## config.mk

```make
export PLATFORM = sky130hd
export DESIGN_NAME = dim_init_dev
export DESIGN_NICKNAME = d
export VERILOG_FILES = /design/src/hw/dim_pkg.sv /design/src/hw/dim_cfg_store.sv /design/src/hw/dim_init_dev.sv
export SDC_FILE = /design/constraint.sdc
export NUM_CORES = 1
export LEC_CHECK = 0
export BUFFER_PORTS_ARGS = -buffer_cell sky130_fd_sc_hd__buf_2
export CAP_MARGIN = 0
export CORE_MARGIN = 2
export CORE_UTILIZATION = 45
export CTS_CLUSTER_DIAMETER = 150
export DETAILED_ROUTE_END_ITERATION = 8
export HOLD_SLACK_MARGIN = 0.03
export PLACE_DENSITY = 0.68
export REMOVE_ABC_BUFFERS = 1
export SLEW_MARGIN = 20
export SYNTH_ARGS = -nofsm -noshare
export SYNTH_HDL_FRONTEND = slang
export SYNTH_SLANG_ARGS = --single-unit
```

## constraint.sdc

```tcl
create_clock -name ref_clk -period 2 [get_ports ref_clk]
set_input_delay 0.4 -clock ref_clk [delete_from_list [all_inputs] [get_ports ref_clk]]
set_output_delay 0.4 -clock ref_clk [all_outputs]
set_load 0.1 [all_outputs]
```

## src/hw/dim_pkg.sv

```systemverilog
// dim_pkg: constants for the DRAM init and mode-setup device block
// assumes: single 10 MHz ref_clk domain, command pins already sampled
package dim_pkg;
  // ==========================================================
  // command decode (active low pins)
  localparam logic [3:0] CMD_MODE_WRITE = 4'h0; // cs,ras,cas,we all low
  localparam logic [3:0] CMD_PRECHARGE = 4'h2;
  localparam logic [3:0] CMD_REFRESH = 4'h1;
  localparam logic [2:0] BANK_MODE = 3'h0;
  localparam logic [2:0] BANK_EXT1 = 3'h1;
  localparam logic [2:0] BANK_EXT2 = 3'h2;
  localparam logic [2:0] BANK_EXT3 = 3'h3;
  localparam int PRE_ALL_BIT = 10;
  // ==========================================================
  // mode word fields
  localparam int WORD_W = 14;
  localparam int BL_LSB = 0;
  localparam int BL_W = 3;
  localparam int BT_BIT = 3;
  localparam int CL_LSB = 4;
  localparam int CL_W = 3;
  localparam int TM_BIT = 7;
  localparam int DLLRST_BIT = 8;
  localparam int WR_LSB = 9;
  localparam int WR_W = 3;
  localparam int RSV_BIT = 13;
  localparam logic [2:0] BL_CODE_4 = 3'h2;
  localparam logic [2:0] BL_CODE_8 = 3'h3;
  localparam logic [2:0] CL_MIN_CODE = 3'h3;
  localparam logic [2:0] WR_MIN_CODE = 3'h1;
  // ext word 1: dll enable (low = on), driver calibration field
  localparam int DLL_OFF_BIT = 0;
  localparam int CAL_LSB = 7;
  localparam int CAL_W = 3;
  localparam logic [2:0] CAL_DEFAULT = 3'h7;
  localparam logic [2:0] CAL_EXIT = 3'h0;
  // ==========================================================
  // timing
  localparam int CLK_NS = 100;
  localparam int LOCK_CYCLES = 200;
  localparam int LOCK_W = 8;
  localparam int MRD_CYCLES = 2;
  localparam int REF_MIN = 2;
endpackage

```

## src/hw/dim_cfg_store.sv

```systemverilog
// dim_cfg_store: four configuration words held in a tiny register memory
// assumes: one write port, registered read of all words for decode
`timescale 1ns/1ps
module dim_cfg_store #(
  parameter int WIDTH = dim_pkg::WORD_W,
  parameter int DEPTH = 4
) (
  // clock and reset
  input wire logic ref_clk,
  input wire logic nrst,
  // write port
  input wire logic wrEn,
  input wire logic [$clog2(DEPTH)-1:0] wrSel,
  input wire logic [WIDTH-1:0] wrData,
  // registered contents
  output logic [DEPTH-1:0][WIDTH-1:0] words
);
  // ==========================================================
  // storage
  // contents are cleared to zero by nrst, so they are never left undefined after reset
  typedef struct packed {
    logic [DEPTH-1:0][WIDTH-1:0] mem;
  } dim_store_t;
  dim_store_t st;
  dim_store_t next_st;
  always_comb begin
    next_st = st;
    for (int i = 0; i < DEPTH; i++) begin
      if (wrEn && wrSel == i[$clog2(DEPTH)-1:0]) begin
        next_st.mem[i] = wrData;
      end
    end
  end
  always_ff @(posedge ref_clk or negedge nrst) begin
    if (!nrst) begin
      st <= '0;
    end else begin
      st <= next_st;
    end
  end
  assign words = st.mem;
endmodule

```

## src/hw/dim_init_dev.sv

```systemverilog
// dim_init_dev: device side of power-up init and mode register programming
// assumes: command pins already synchronous to ref_clk (controller logic on same clock)
// Operation
// controller holds clock gate and termination enable low during supply ramp.
// controller starts the clock and keeps it stable first.
// after 200 us stable, controller drives nop and raises clock gate.
// nop only for 400 ns after clock gate rise, then precharge all.
// after precharge, write extended word 2 then extended word 3.
// then enable delay loop by ext write, then mode write with loop reset.
// then precharge all and at least two auto refreshes.
// then mode write with A8 low programs operating parameters.
// 200 clocks after loop reset, calibration default then calibration exit.
// every field must be valid whenever a word is rewritten; the device checks only mode word fields, not the extended words.
// mode writes and loop resets leave array data untouched.
// mode word undefined after power-up; must be written before use.
// mode write: all control and bank pins low; value from A0-A13.
// before mode write, banks precharged and clock gate high.
// wait the mode write gap after each mode write.
// A0-A2 select burst length, only 4 or 8 supported.
// A3 burst order, A4-A6 read latency, whole clocks only.
// A7 test select must be low; A8 requests loop reset.
// A9-A11 hold write recovery cycles for auto-precharge.
// A13 reserved, written zero.
// write recovery field is time over clock period, rounded up.
// 200 clocks after loop enable and reset before any read.
// controller drives nop between steps.
// init done only after calibration exit and its gap.
`timescale 1ns/1ps
module dim_init_dev #(
  parameter int LOCK_CYC = dim_pkg::LOCK_CYCLES,
  parameter int MRD_CYC = dim_pkg::MRD_CYCLES
) (
  // clock and reset
  input wire logic ref_clk,
  input wire logic nrst,
  // command pins
  input wire logic clkGate,
  input wire logic termination_enable,
  input wire logic chipSel_n,
  input wire logic rowStrobe_n,
  input wire logic colStrobe_n,
  input wire logic writeEn_n,
  input wire logic [2:0] bankSel,
  input wire logic [13:0] addr,
  // decoded configuration and status flags
  output logic [2:0] burstLen,
  output logic burst_order_bit,
  output logic [2:0] readLatency,
  output logic [2:0] writeRecovery,
  output logic dllOn,
  output logic dllLocked,
  output logic readAllowed,
  output logic initDone,
  output logic seqError,
  output logic cfgError
);
  typedef enum logic [3:0] {
    ST_POWER, ST_PRE1, ST_EXT2, ST_EXT3, ST_DLL_EN, ST_DLL_RST,
    ST_PRE2, ST_REFRESH, ST_MODE, ST_CAL_DEF, ST_CAL_EXIT, ST_READY
  } dim_state_t;
  typedef struct packed {
    dim_state_t state;
    logic [1:0] refCnt;
    logic [dim_pkg::LOCK_W-1:0] lockCnt;
    logic locking;
    logic [1:0] gapCnt;
    logic modeValid;
    logic dllOn;
    logic done;
    logic seqErr;
    logic cfgErr;
  } dim_ctl_t;
  dim_ctl_t st;
  dim_ctl_t next_st;
  // ==========================================================
  // command decode
  logic [3:0] cmd;
  logic modeWr;
  logic preAll;
  logic refresh;
  logic [dim_pkg::WORD_W-1:0] modeWord;
  logic [dim_pkg::WORD_W-1:0] ext1Word;
  logic [3:0][dim_pkg::WORD_W-1:0] words;
  logic [2:0] calField;
  logic otherCmd;
  assign cmd = {chipSel_n, rowStrobe_n, colStrobe_n, writeEn_n};
  assign modeWr = clkGate && cmd == dim_pkg::CMD_MODE_WRITE;
  assign preAll = clkGate && cmd == dim_pkg::CMD_PRECHARGE && addr[dim_pkg::PRE_ALL_BIT];
  assign refresh = clkGate && cmd == dim_pkg::CMD_REFRESH;
  assign otherCmd = clkGate && !chipSel_n && !(rowStrobe_n && colStrobe_n && writeEn_n);
  assign calField = addr[dim_pkg::CAL_LSB +: dim_pkg::CAL_W];
  // ==========================================================
  // word store; writes never touch array data, only config
  dim_cfg_store #(
    .WIDTH(dim_pkg::WORD_W),
    .DEPTH(4)
  ) u_store (
    .ref_clk(ref_clk),
    .nrst(nrst),
    .wrEn(modeWr && !bankSel[2]), // upper bank pin set selects no word
    .wrSel(bankSel[1:0]),
    .wrData(addr),
    .words(words)
  );
  assign modeWord = words[0];
  assign ext1Word = words[1];
  // ==========================================================
  // sequence tracker
  function automatic logic isBank(input logic [2:0] b, input logic [2:0] want);
    isBank = (b == want);
  endfunction
  always_comb begin
    next_st = st;
    if (st.gapCnt != 2'h0) begin
      next_st.gapCnt = st.gapCnt - 2'h1;
    end
    if (st.locking && st.lockCnt != '0) begin
      next_st.lockCnt = st.lockCnt - 1'b1;
    end
    // command during the mode write gap is a sequencing fault
    if (st.gapCnt != 2'h0 && otherCmd) begin
      next_st.seqErr = 1'b1;
    end
    if (modeWr) begin
      next_st.gapCnt = 2'(MRD_CYC - 1);
      if (isBank(bankSel, dim_pkg::BANK_EXT1)) begin
        next_st.dllOn = !addr[dim_pkg::DLL_OFF_BIT];
      end
      // calibration before lock is flagged in any state, but still taken
      if (isBank(bankSel, dim_pkg::BANK_EXT1) && calField == dim_pkg::CAL_DEFAULT &&
          !(st.locking && st.lockCnt == '0)) begin
        next_st.seqErr = 1'b1;
      end
      if (isBank(bankSel, dim_pkg::BANK_MODE)) begin
        next_st.modeValid = 1'b1;
        if (addr[dim_pkg::DLLRST_BIT]) begin
          next_st.locking = 1'b1;
          next_st.lockCnt = dim_pkg::LOCK_W'(LOCK_CYC - 1);
        end
        // unsupported codes flagged, not silently accepted
        if ((addr[dim_pkg::BL_LSB +: dim_pkg::BL_W] != dim_pkg::BL_CODE_4 &&
             addr[dim_pkg::BL_LSB +: dim_pkg::BL_W] != dim_pkg::BL_CODE_8) ||
            addr[dim_pkg::CL_LSB +: dim_pkg::CL_W] < dim_pkg::CL_MIN_CODE ||
            addr[dim_pkg::WR_LSB +: dim_pkg::WR_W] < dim_pkg::WR_MIN_CODE ||
            addr[dim_pkg::TM_BIT] || addr[dim_pkg::RSV_BIT]) begin
          next_st.cfgErr = 1'b1;
        end
      end
    end
    unique case (st.state)
      ST_POWER: begin
        if (preAll) next_st.state = ST_PRE1;
      end
      ST_PRE1: begin
        if (modeWr && isBank(bankSel, dim_pkg::BANK_EXT2)) next_st.state = ST_EXT2;
      end
      ST_EXT2: begin
        if (modeWr && isBank(bankSel, dim_pkg::BANK_EXT3)) next_st.state = ST_EXT3;
      end
      ST_EXT3: begin
        if (modeWr && isBank(bankSel, dim_pkg::BANK_EXT1) && !addr[dim_pkg::DLL_OFF_BIT]) begin
          next_st.state = ST_DLL_EN;
        end
      end
      ST_DLL_EN: begin
        if (modeWr && isBank(bankSel, dim_pkg::BANK_MODE) && addr[dim_pkg::DLLRST_BIT]) begin
          next_st.state = ST_DLL_RST;
        end
      end
      ST_DLL_RST: begin
        if (preAll) next_st.state = ST_PRE2;
      end
      ST_PRE2: begin
        if (refresh) begin
          next_st.refCnt = 2'h1;
          next_st.state = ST_REFRESH;
        end
      end
      ST_REFRESH: begin
        if (refresh && st.refCnt != 2'h3) next_st.refCnt = st.refCnt + 2'h1;
        if (modeWr && isBank(bankSel, dim_pkg::BANK_MODE) && !addr[dim_pkg::DLLRST_BIT] &&
            st.refCnt >= 2'(dim_pkg::REF_MIN)) begin
          next_st.state = ST_MODE;
        end
      end
      ST_MODE: begin
        if (modeWr && isBank(bankSel, dim_pkg::BANK_EXT1) &&
            calField == dim_pkg::CAL_DEFAULT) begin
          next_st.state = ST_CAL_DEF;
        end
      end
      ST_CAL_DEF: begin
        if (modeWr && isBank(bankSel, dim_pkg::BANK_EXT1) && calField == dim_pkg::CAL_EXIT) begin
          next_st.state = ST_CAL_EXIT;
        end
      end
      ST_CAL_EXIT: begin
        if (st.gapCnt == 2'h0) begin
          next_st.state = ST_READY;
          next_st.done = 1'b1;
        end
      end
      ST_READY: begin
        // re-programming later is legal when banks are idle
      end
    endcase
  end
  always_ff @(posedge ref_clk or negedge nrst) begin
    if (!nrst) begin
      st <= '{state: ST_POWER, default: '0};
    end else begin
      st <= next_st;
    end
  end
  // ==========================================================
  // decoded outputs, registered via the store
  assign burstLen = modeWord[dim_pkg::BL_LSB +: dim_pkg::BL_W];
  assign burst_order_bit = modeWord[dim_pkg::BT_BIT];
  assign readLatency = modeWord[dim_pkg::CL_LSB +: dim_pkg::CL_W];
  assign writeRecovery = modeWord[dim_pkg::WR_LSB +: dim_pkg::WR_W];
  assign dllOn = st.dllOn && !ext1Word[dim_pkg::DLL_OFF_BIT];
  assign dllLocked = st.locking && st.lockCnt == '0;
  assign readAllowed = dllLocked && st.done && st.modeValid;
  assign initDone = st.done;
  assign seqError = st.seqErr;
  assign cfgError = st.cfgErr;
endmodule

```

==> results.cfg, run 1 <==
[timing]
hold_viol_final = 0
period_needed_ps = 2280
setup_viol = 4
finalCritPeriodShare_pct = 114
slew_viol_final = 0
tightestPinTransition_ps = 756
grt_setup_unrepaired = true
fmax_mhz = 438
layout_setup_ws_ps = -281
skew_ps = 8.40
slew_headroom_pct = 49.6

[drt]
vias = 1568
drt-wirelength-per-cell_microns = 15.8
drc = 0
ant_nets = 0
via_per_inst = 5.64
drt_iter0_drc = 46
dr.pass1.iters = 6
wl_microns = 4380

[clocking]
cts.clk_slew.worst_paths_ps = 70
cts.sinks = 33
htree_levels = 2
cts_inserted_buffers = 5
holdBufCountCts = 0
clk_latency_ps = 290
ctsRootBufferMaster = clkbuf_8
cts_max_path_buffers = 2
cts_tree = built

[setup_path]
reg2reg_to = st[12]
r2r_cells = 7
critPathMaxFanout = 2
end_kind = output pin
crit_path_start_kind = flip-flop
crit_family = simple AND/OR/NAND/NOR gates
ff2ff_setup_slack_ps = -10
crit_chain = or4_4 -> nor2_2 -> and4b_1 -> and3_4 -> buf_12
cp_num_buf_inv = 1
required_ps = 1600
slowest_delay_ps = 550
worstReg2RegStart = st[14]
cp.arrival_ps = 1880
crit_type = reg2out
cp_slowest_cell = or4_4

[global_route]
antenna_found_initial = 0
grt_pass1_wl_microns = 7100
grtUsageTotal_pct = 21.4
grt_pass1_vias = 1616
globalRoute.totalOverflow = 0
grt_max_degree = 34

[cells_and_area]
fin_area_sq_mm = 0.00230
fin_cells = 278
area_growth_pct = 27.8
nFillCells = 323
fin_util_pct = 61.4
drive_gt1_share_pct = 39.1
nNetsFinal = 259
antenna_cells = 0

[die]
pin_count = 41
fp.dieW_microns = 67.2
coreArea_sq_mm = 0.00374
fp-row-count = 22
die_h_microns = 67.2
dieArea_sq_mm = 0.00452
start_util_pct = 48.0

[yosys]
syn_avg_cell_area_sq_um = 10.2
synth_ff_type = dfrtp_1
ys_types = 52
synth_top_cells_by_area = dfrtp_1, buf_4, mux2_2
yosysTopAreaCellShare_pct = 45.9
synth_common_cells = dfrtp_1, nand2_1, inv_1, nor2_1, buf_4
synth_edf_count = 0
synth_warnings = 0
ys_seq_area_share_pct = 45.9
post-synth-top-count-cell = dfrtp_1
yosysTopAreaCell = dfrtp_1
async_flop_share_pct = 100
synth.cell_area_sq_mm = 0.00180
synth-seq-cells = 33
synth_cells = 177

[power_and_ir_drop]
ir_worst_vdd_mv = 0.683
cellPowerDensity_mw_per_mm2 = 1120
p_leak_nw = 1.07

[place]
dpl.cell_count = 268
dpl.hpwl_microns = 3110
dp_worst_setup_slack_ps = -272
place_area_sq_mm = 0.00213
io_buffer_count = 38
gp_congestion = 0.832

[run]
maxCapViolCount = 0

[worst_hold_path]
hold_path.class = in2async

[outcome]
failed_checks = negative setup slack
status = finished with violations
-- state kept, by name, indices dropped and copies added, names as in the netlist --
name,cells
cfgError,1
initDone,1
seqError,1
st,19
u_store.words,11
-- metrics by stage --
stage / hold slack, ps / TNS (ps) / power (W)
after floorplan: 104 / -2300 / 0.00165
after global placement: 443 / -644 / 0.00191
after detailed placement: 449 / -793 / 0.00196
after CTS: 200 / -503 / 0.00252
after global routing: 220 / -1150 / 0.00275
final: 178 / -515 / 0.00257
-- logic make-up (layout without fill, tap and decap cells) --
| family | Yosys count | in the layout | share of synthesized area, % |
|---|---|---|---|
| and+or+nand+nor | 65 | 65 | 20.8 |
| AOI/OAI and AO/OA | 33 | 33 | 13.2 |
| DFF | 33 | 33 | 45.9 |
| buffers and inverters | 24 | 77 | 6.96 |
| muxes | 10 | 10 | 6.26 |
| xor gates and xnor gates | 7 | 7 | 3.41 |
| adders and majority gates | 5 | 5 | 3.48 |
-- power breakdown --
| group | total [W] | internal, W | leakage, nW | switching [W] |
|---|---|---|---|---|
| Clock | 0.000549 | 0.000311 | 0.0542 | 0.000238 |
| Combinational | 0.00108 | 0.000402 | 0.622 | 0.000679 |
| Sequential | 0.000942 | 0.000811 | 0.396 | 0.000131 |
-- metal layers --
layer | part of all wire [%] | track usage [%] | vias to the layer above
li1 | - | - | 732
met1 | 42 | 26.2 | 759
met2 | 49 | 35.9 | 64
met3 | 6.9 | 6.17 | 13
met4 | 2.1 | 7.65 | 0
met5 | 0 | 0 | -
-- worst max path at each step --
stage	start	endpoint	slack (ps)	cells after the start
final	st[14]	readAllowed	-280	5
after global routing	st[14]	readAllowed	-350	5
after CTS	st[11]	readAllowed	-290	5
after detailed placement	colStrobe_n	st[18]	-270	7
after global placement	colStrobe_n	st[18]	-230	7
after floorplan	st[11]	readAllowed	-1250	4
-- cell type report --
cell class                 instances  area (sq um)  share of cell area (%)
tap                               48          60.1                    2.61
sequential                        33           826                    35.9
multi-input combinational        120           890                    38.7
inverter                          10          37.5                    1.63
clock buffer                       7          96.3                    4.19
timing repair buffer              59           384                    16.7
clock inverter                     1          5.00                   0.218
-- what timing repair did --
| item | CTS | global route |
|---|---|---|
| pin swaps | 0 | 3 |
| buffers inserted | 0 | 2 |
| resized for setup | 2 | 9 |
| endpoints found under the setup margin | 2 | 10 |
-- cells in the final DEF (no fill, tap or decap), drive strengths merged, types with 3 or more instances in the layout --
master | Yosys | routed
nor2 | 10 | 10
nor2b | 6 | 6
dfrtp | 33 | 33
mux2 | 10 | 10
o21ai | 8 | 8
inv | 10 | 10
buf | 11 | 59
nor4 | 3 | 3
clkbuf | 3 | 7
nor3 | 5 | 5
ha | 5 | 5
nand2b | 3 | 3
nand3 | 7 | 7
or3 | 4 | 4
a21oi | 6 | 6
a31oi | 3 | 3
xnor2 | 5 | 5
nand2 | 13 | 13
Note: power is estimated with default switching activity, not from simulation.
==> run 2, diff against run 1 <==
--- a/config.mk
+++ b/config.mk
@@ -5,16 +5,16 @@
 export SDC_FILE = /design/constraint.sdc
 export NUM_CORES = 1
 export LEC_CHECK = 0
-export BUFFER_PORTS_ARGS = -buffer_cell sky130_fd_sc_hd__buf_2
 export CAP_MARGIN = 0
 export CORE_MARGIN = 2
 export CORE_UTILIZATION = 45
 export CTS_CLUSTER_DIAMETER = 150
 export DETAILED_ROUTE_END_ITERATION = 8
+export DONT_BUFFER_PORTS = 1
 export HOLD_SLACK_MARGIN = 0.03
-export PLACE_DENSITY = 0.68
 export REMOVE_ABC_BUFFERS = 1
 export SLEW_MARGIN = 20
 export SYNTH_ARGS = -nofsm -noshare
 export SYNTH_HDL_FRONTEND = slang
 export SYNTH_SLANG_ARGS = --single-unit
+export TNS_END_PERCENT = 5
==> results.cfg, run 2 (synthesis gave the netlist of run 1 again) <==
[outcome]
status = finished with violations
failed_checks = negative setup slack

[drt]
drt_iter0_drc = 50
dr.pass1.iters = 4
wl_microns = 3900
vias = 1372
via_per_inst = 5.67
drt-wirelength-per-cell_microns = 16.1
ant_nets = 0
drc = 0

[cells_and_area]
fin_util_pct = 55.5
antenna_cells = 0
fin_cells = 242
final_common_cell = dfrtp_1
nNetsFinal = 223
largest-register = st
area_growth_pct = 15.5
final_cell_mix = dfrtp_1, buf_4, nand2_1
drive_gt1_share_pct = 25.8
largest_reg_flops = 19

[clocking]
cts_max_path_buffers = 2
cts_tree = built
cts_inserted_buffers = 5
cts.sinks = 33
ctsRootBufferMaster = clkbuf_8
clk_latency_ps = 280
cts.clk_slew.worst_paths_ps = 70
htree_levels = 2

[setup_path]
r2r_cells = 7
crit_path_start_kind = flip-flop
critPathMaxFanout = 2
cp_slowest_cell = or4_4
crit_chain = or4_4 -> nor2_1 -> and4b_1 -> and3_4 -> buf_12
required_ps = 1600
crit_type = reg2out
slowest_delay_ps = 540
end_kind = output pin
cp.arrival_ps = 1870

[power_and_ir_drop]
switching_share_pct = 41.0
p_int_w = 0.00142
pwr-share-seq_pct = 44.1
p_sw_w = 0.000986
ir_worst_vdd_mv = 0.539
p_leak_nw = 0.899
clkPwrFrac_pct = 19.7
comb_power_share_pct = 36.2
cellPowerDensity_mw_per_mm2 = 1160

[global_route]
use_met2_pct = 33.2
met1_usage_pct = 23.2
grt_pass1_vias = 1469
top_usage_layer = met2
gr-usage-met3_pct = 5.17
globalRoute.totalOverflow = 0
grtUsageTotal_pct = 19.6
antenna_found_initial = 0
grt_pass1_wl_microns = 6570
grt_max_degree = 34

[timing]
slew_headroom_pct = 39.2
layout_setup_ws_ps = -271
fmax_mhz = 440
grt_setup_unrepaired = true
tightestPinTransition_ps = 912
period_needed_ps = 2270
hold_viol_final = 0
finalCritPeriodShare_pct = 114
skew_ps = 7.30
slew_viol_final = 0
setup_viol = 2

[run]
maxCapViolCount = 0

[die]
pin_count = 41
dieArea_sq_mm = 0.00452
fp.dieW_microns = 67.2
start_util_pct = 48.0
fp-row-count = 22
coreArea_sq_mm = 0.00374
die_h_microns = 67.2

[place]
io_buffer_count = 0
dpl.cell_count = 230
dp_worst_setup_slack_ps = -182
dpl.hpwl_microns = 2920
gp_congestion = 0.849

[worst_hold_path]
hold_path.class = in2reg
hold_path_depth = 1
-- run 2: changes by cell type in the layout (fill, tap and decap cells not counted), moves of 2 or more --
cell | previous run | this run
clkbuf_8 | 7 | 5
nor2b_1 | 6 | 4
buf_2 | 35 | 0
nor2b_2 | 0 | 2
-- run 2: final cells by class --
| type | instances | area [sq um] |
|---|---|---|
| Clock buffer | 6 | 72.6 |
| Clock inverter | 2 | 10.0 |
| Fill cell | 335 | 1670 |
| Inverter | 10 | 37.5 |
| Multi-Input combinational cell | 120 | 871 |
| Sequential cell | 33 | 826 |
| Tap cell | 48 | 60.1 |
| Timing Repair Buffer | 23 | 200 |
-- run 2: path summary, 6_finish.rpt --
check,start,end,slack [ps]
min in group asynchronous,nrst,st[7],560
hold / removal,addr[0],st[3],220
max in group asynchronous,nrst,u_store.words[1],1270
setup / recovery,st[14],readAllowed,-270
setup reg to reg,st[14],st[14],50
hold reg to reg,st[3],st[3],480
-- run 2: through the flow --
stage          TNS [ps]  total power [W]  hold slack, ps  instance area [sq um]
2_1_floorplan     -2300          0.00165             104                   1710
3_3_place_gp       -264          0.00185             105                   1930
3_5_place_dp       -551          0.00190             105                   1930
4_1_cts            -544          0.00241             217                   2050
5_1_grt            -885          0.00258             216                   2080
6_report           -490          0.00241             219                   2080
-- run 2: critical path: cells and delay by family (launching register included) --
| kind | cells | cell delay (ps) |
|---|---|---|
| and+or+nand+nor | 4 | 1040 |
| DFF | 1 | 390 |
| buffers and inverters | 1 | 170 |
-- run 2: what timing repair did --
item                                    CTS  global route
hold buffers                              2             0
resized for setup                         2             3
pin swaps                                 2             1
buffers inserted                          0             2
endpoints found under the setup margin    4            10
endpoints found under the hold margin    33             0
-- run 2: power groups by stage --
stage          Combinational (W)  Clock (W)  Sequential (W)
2_1_floorplan           0.000478          0         0.00118
3_3_place_gp            0.000799          0         0.00106
3_5_place_dp            0.000840          0         0.00106
4_1_cts                 0.000864   0.000494         0.00106
5_1_grt                 0.000965   0.000533         0.00109
6_report                0.000871   0.000475         0.00106
-- run 2: layer usage --
layer / vias up / part of all wire (%)
met1: 678 / 41
met3: 10 / 3.1
met5: - / 0
met2: 24 / 53
met4: 0 / 2.5
li1: 660 / -
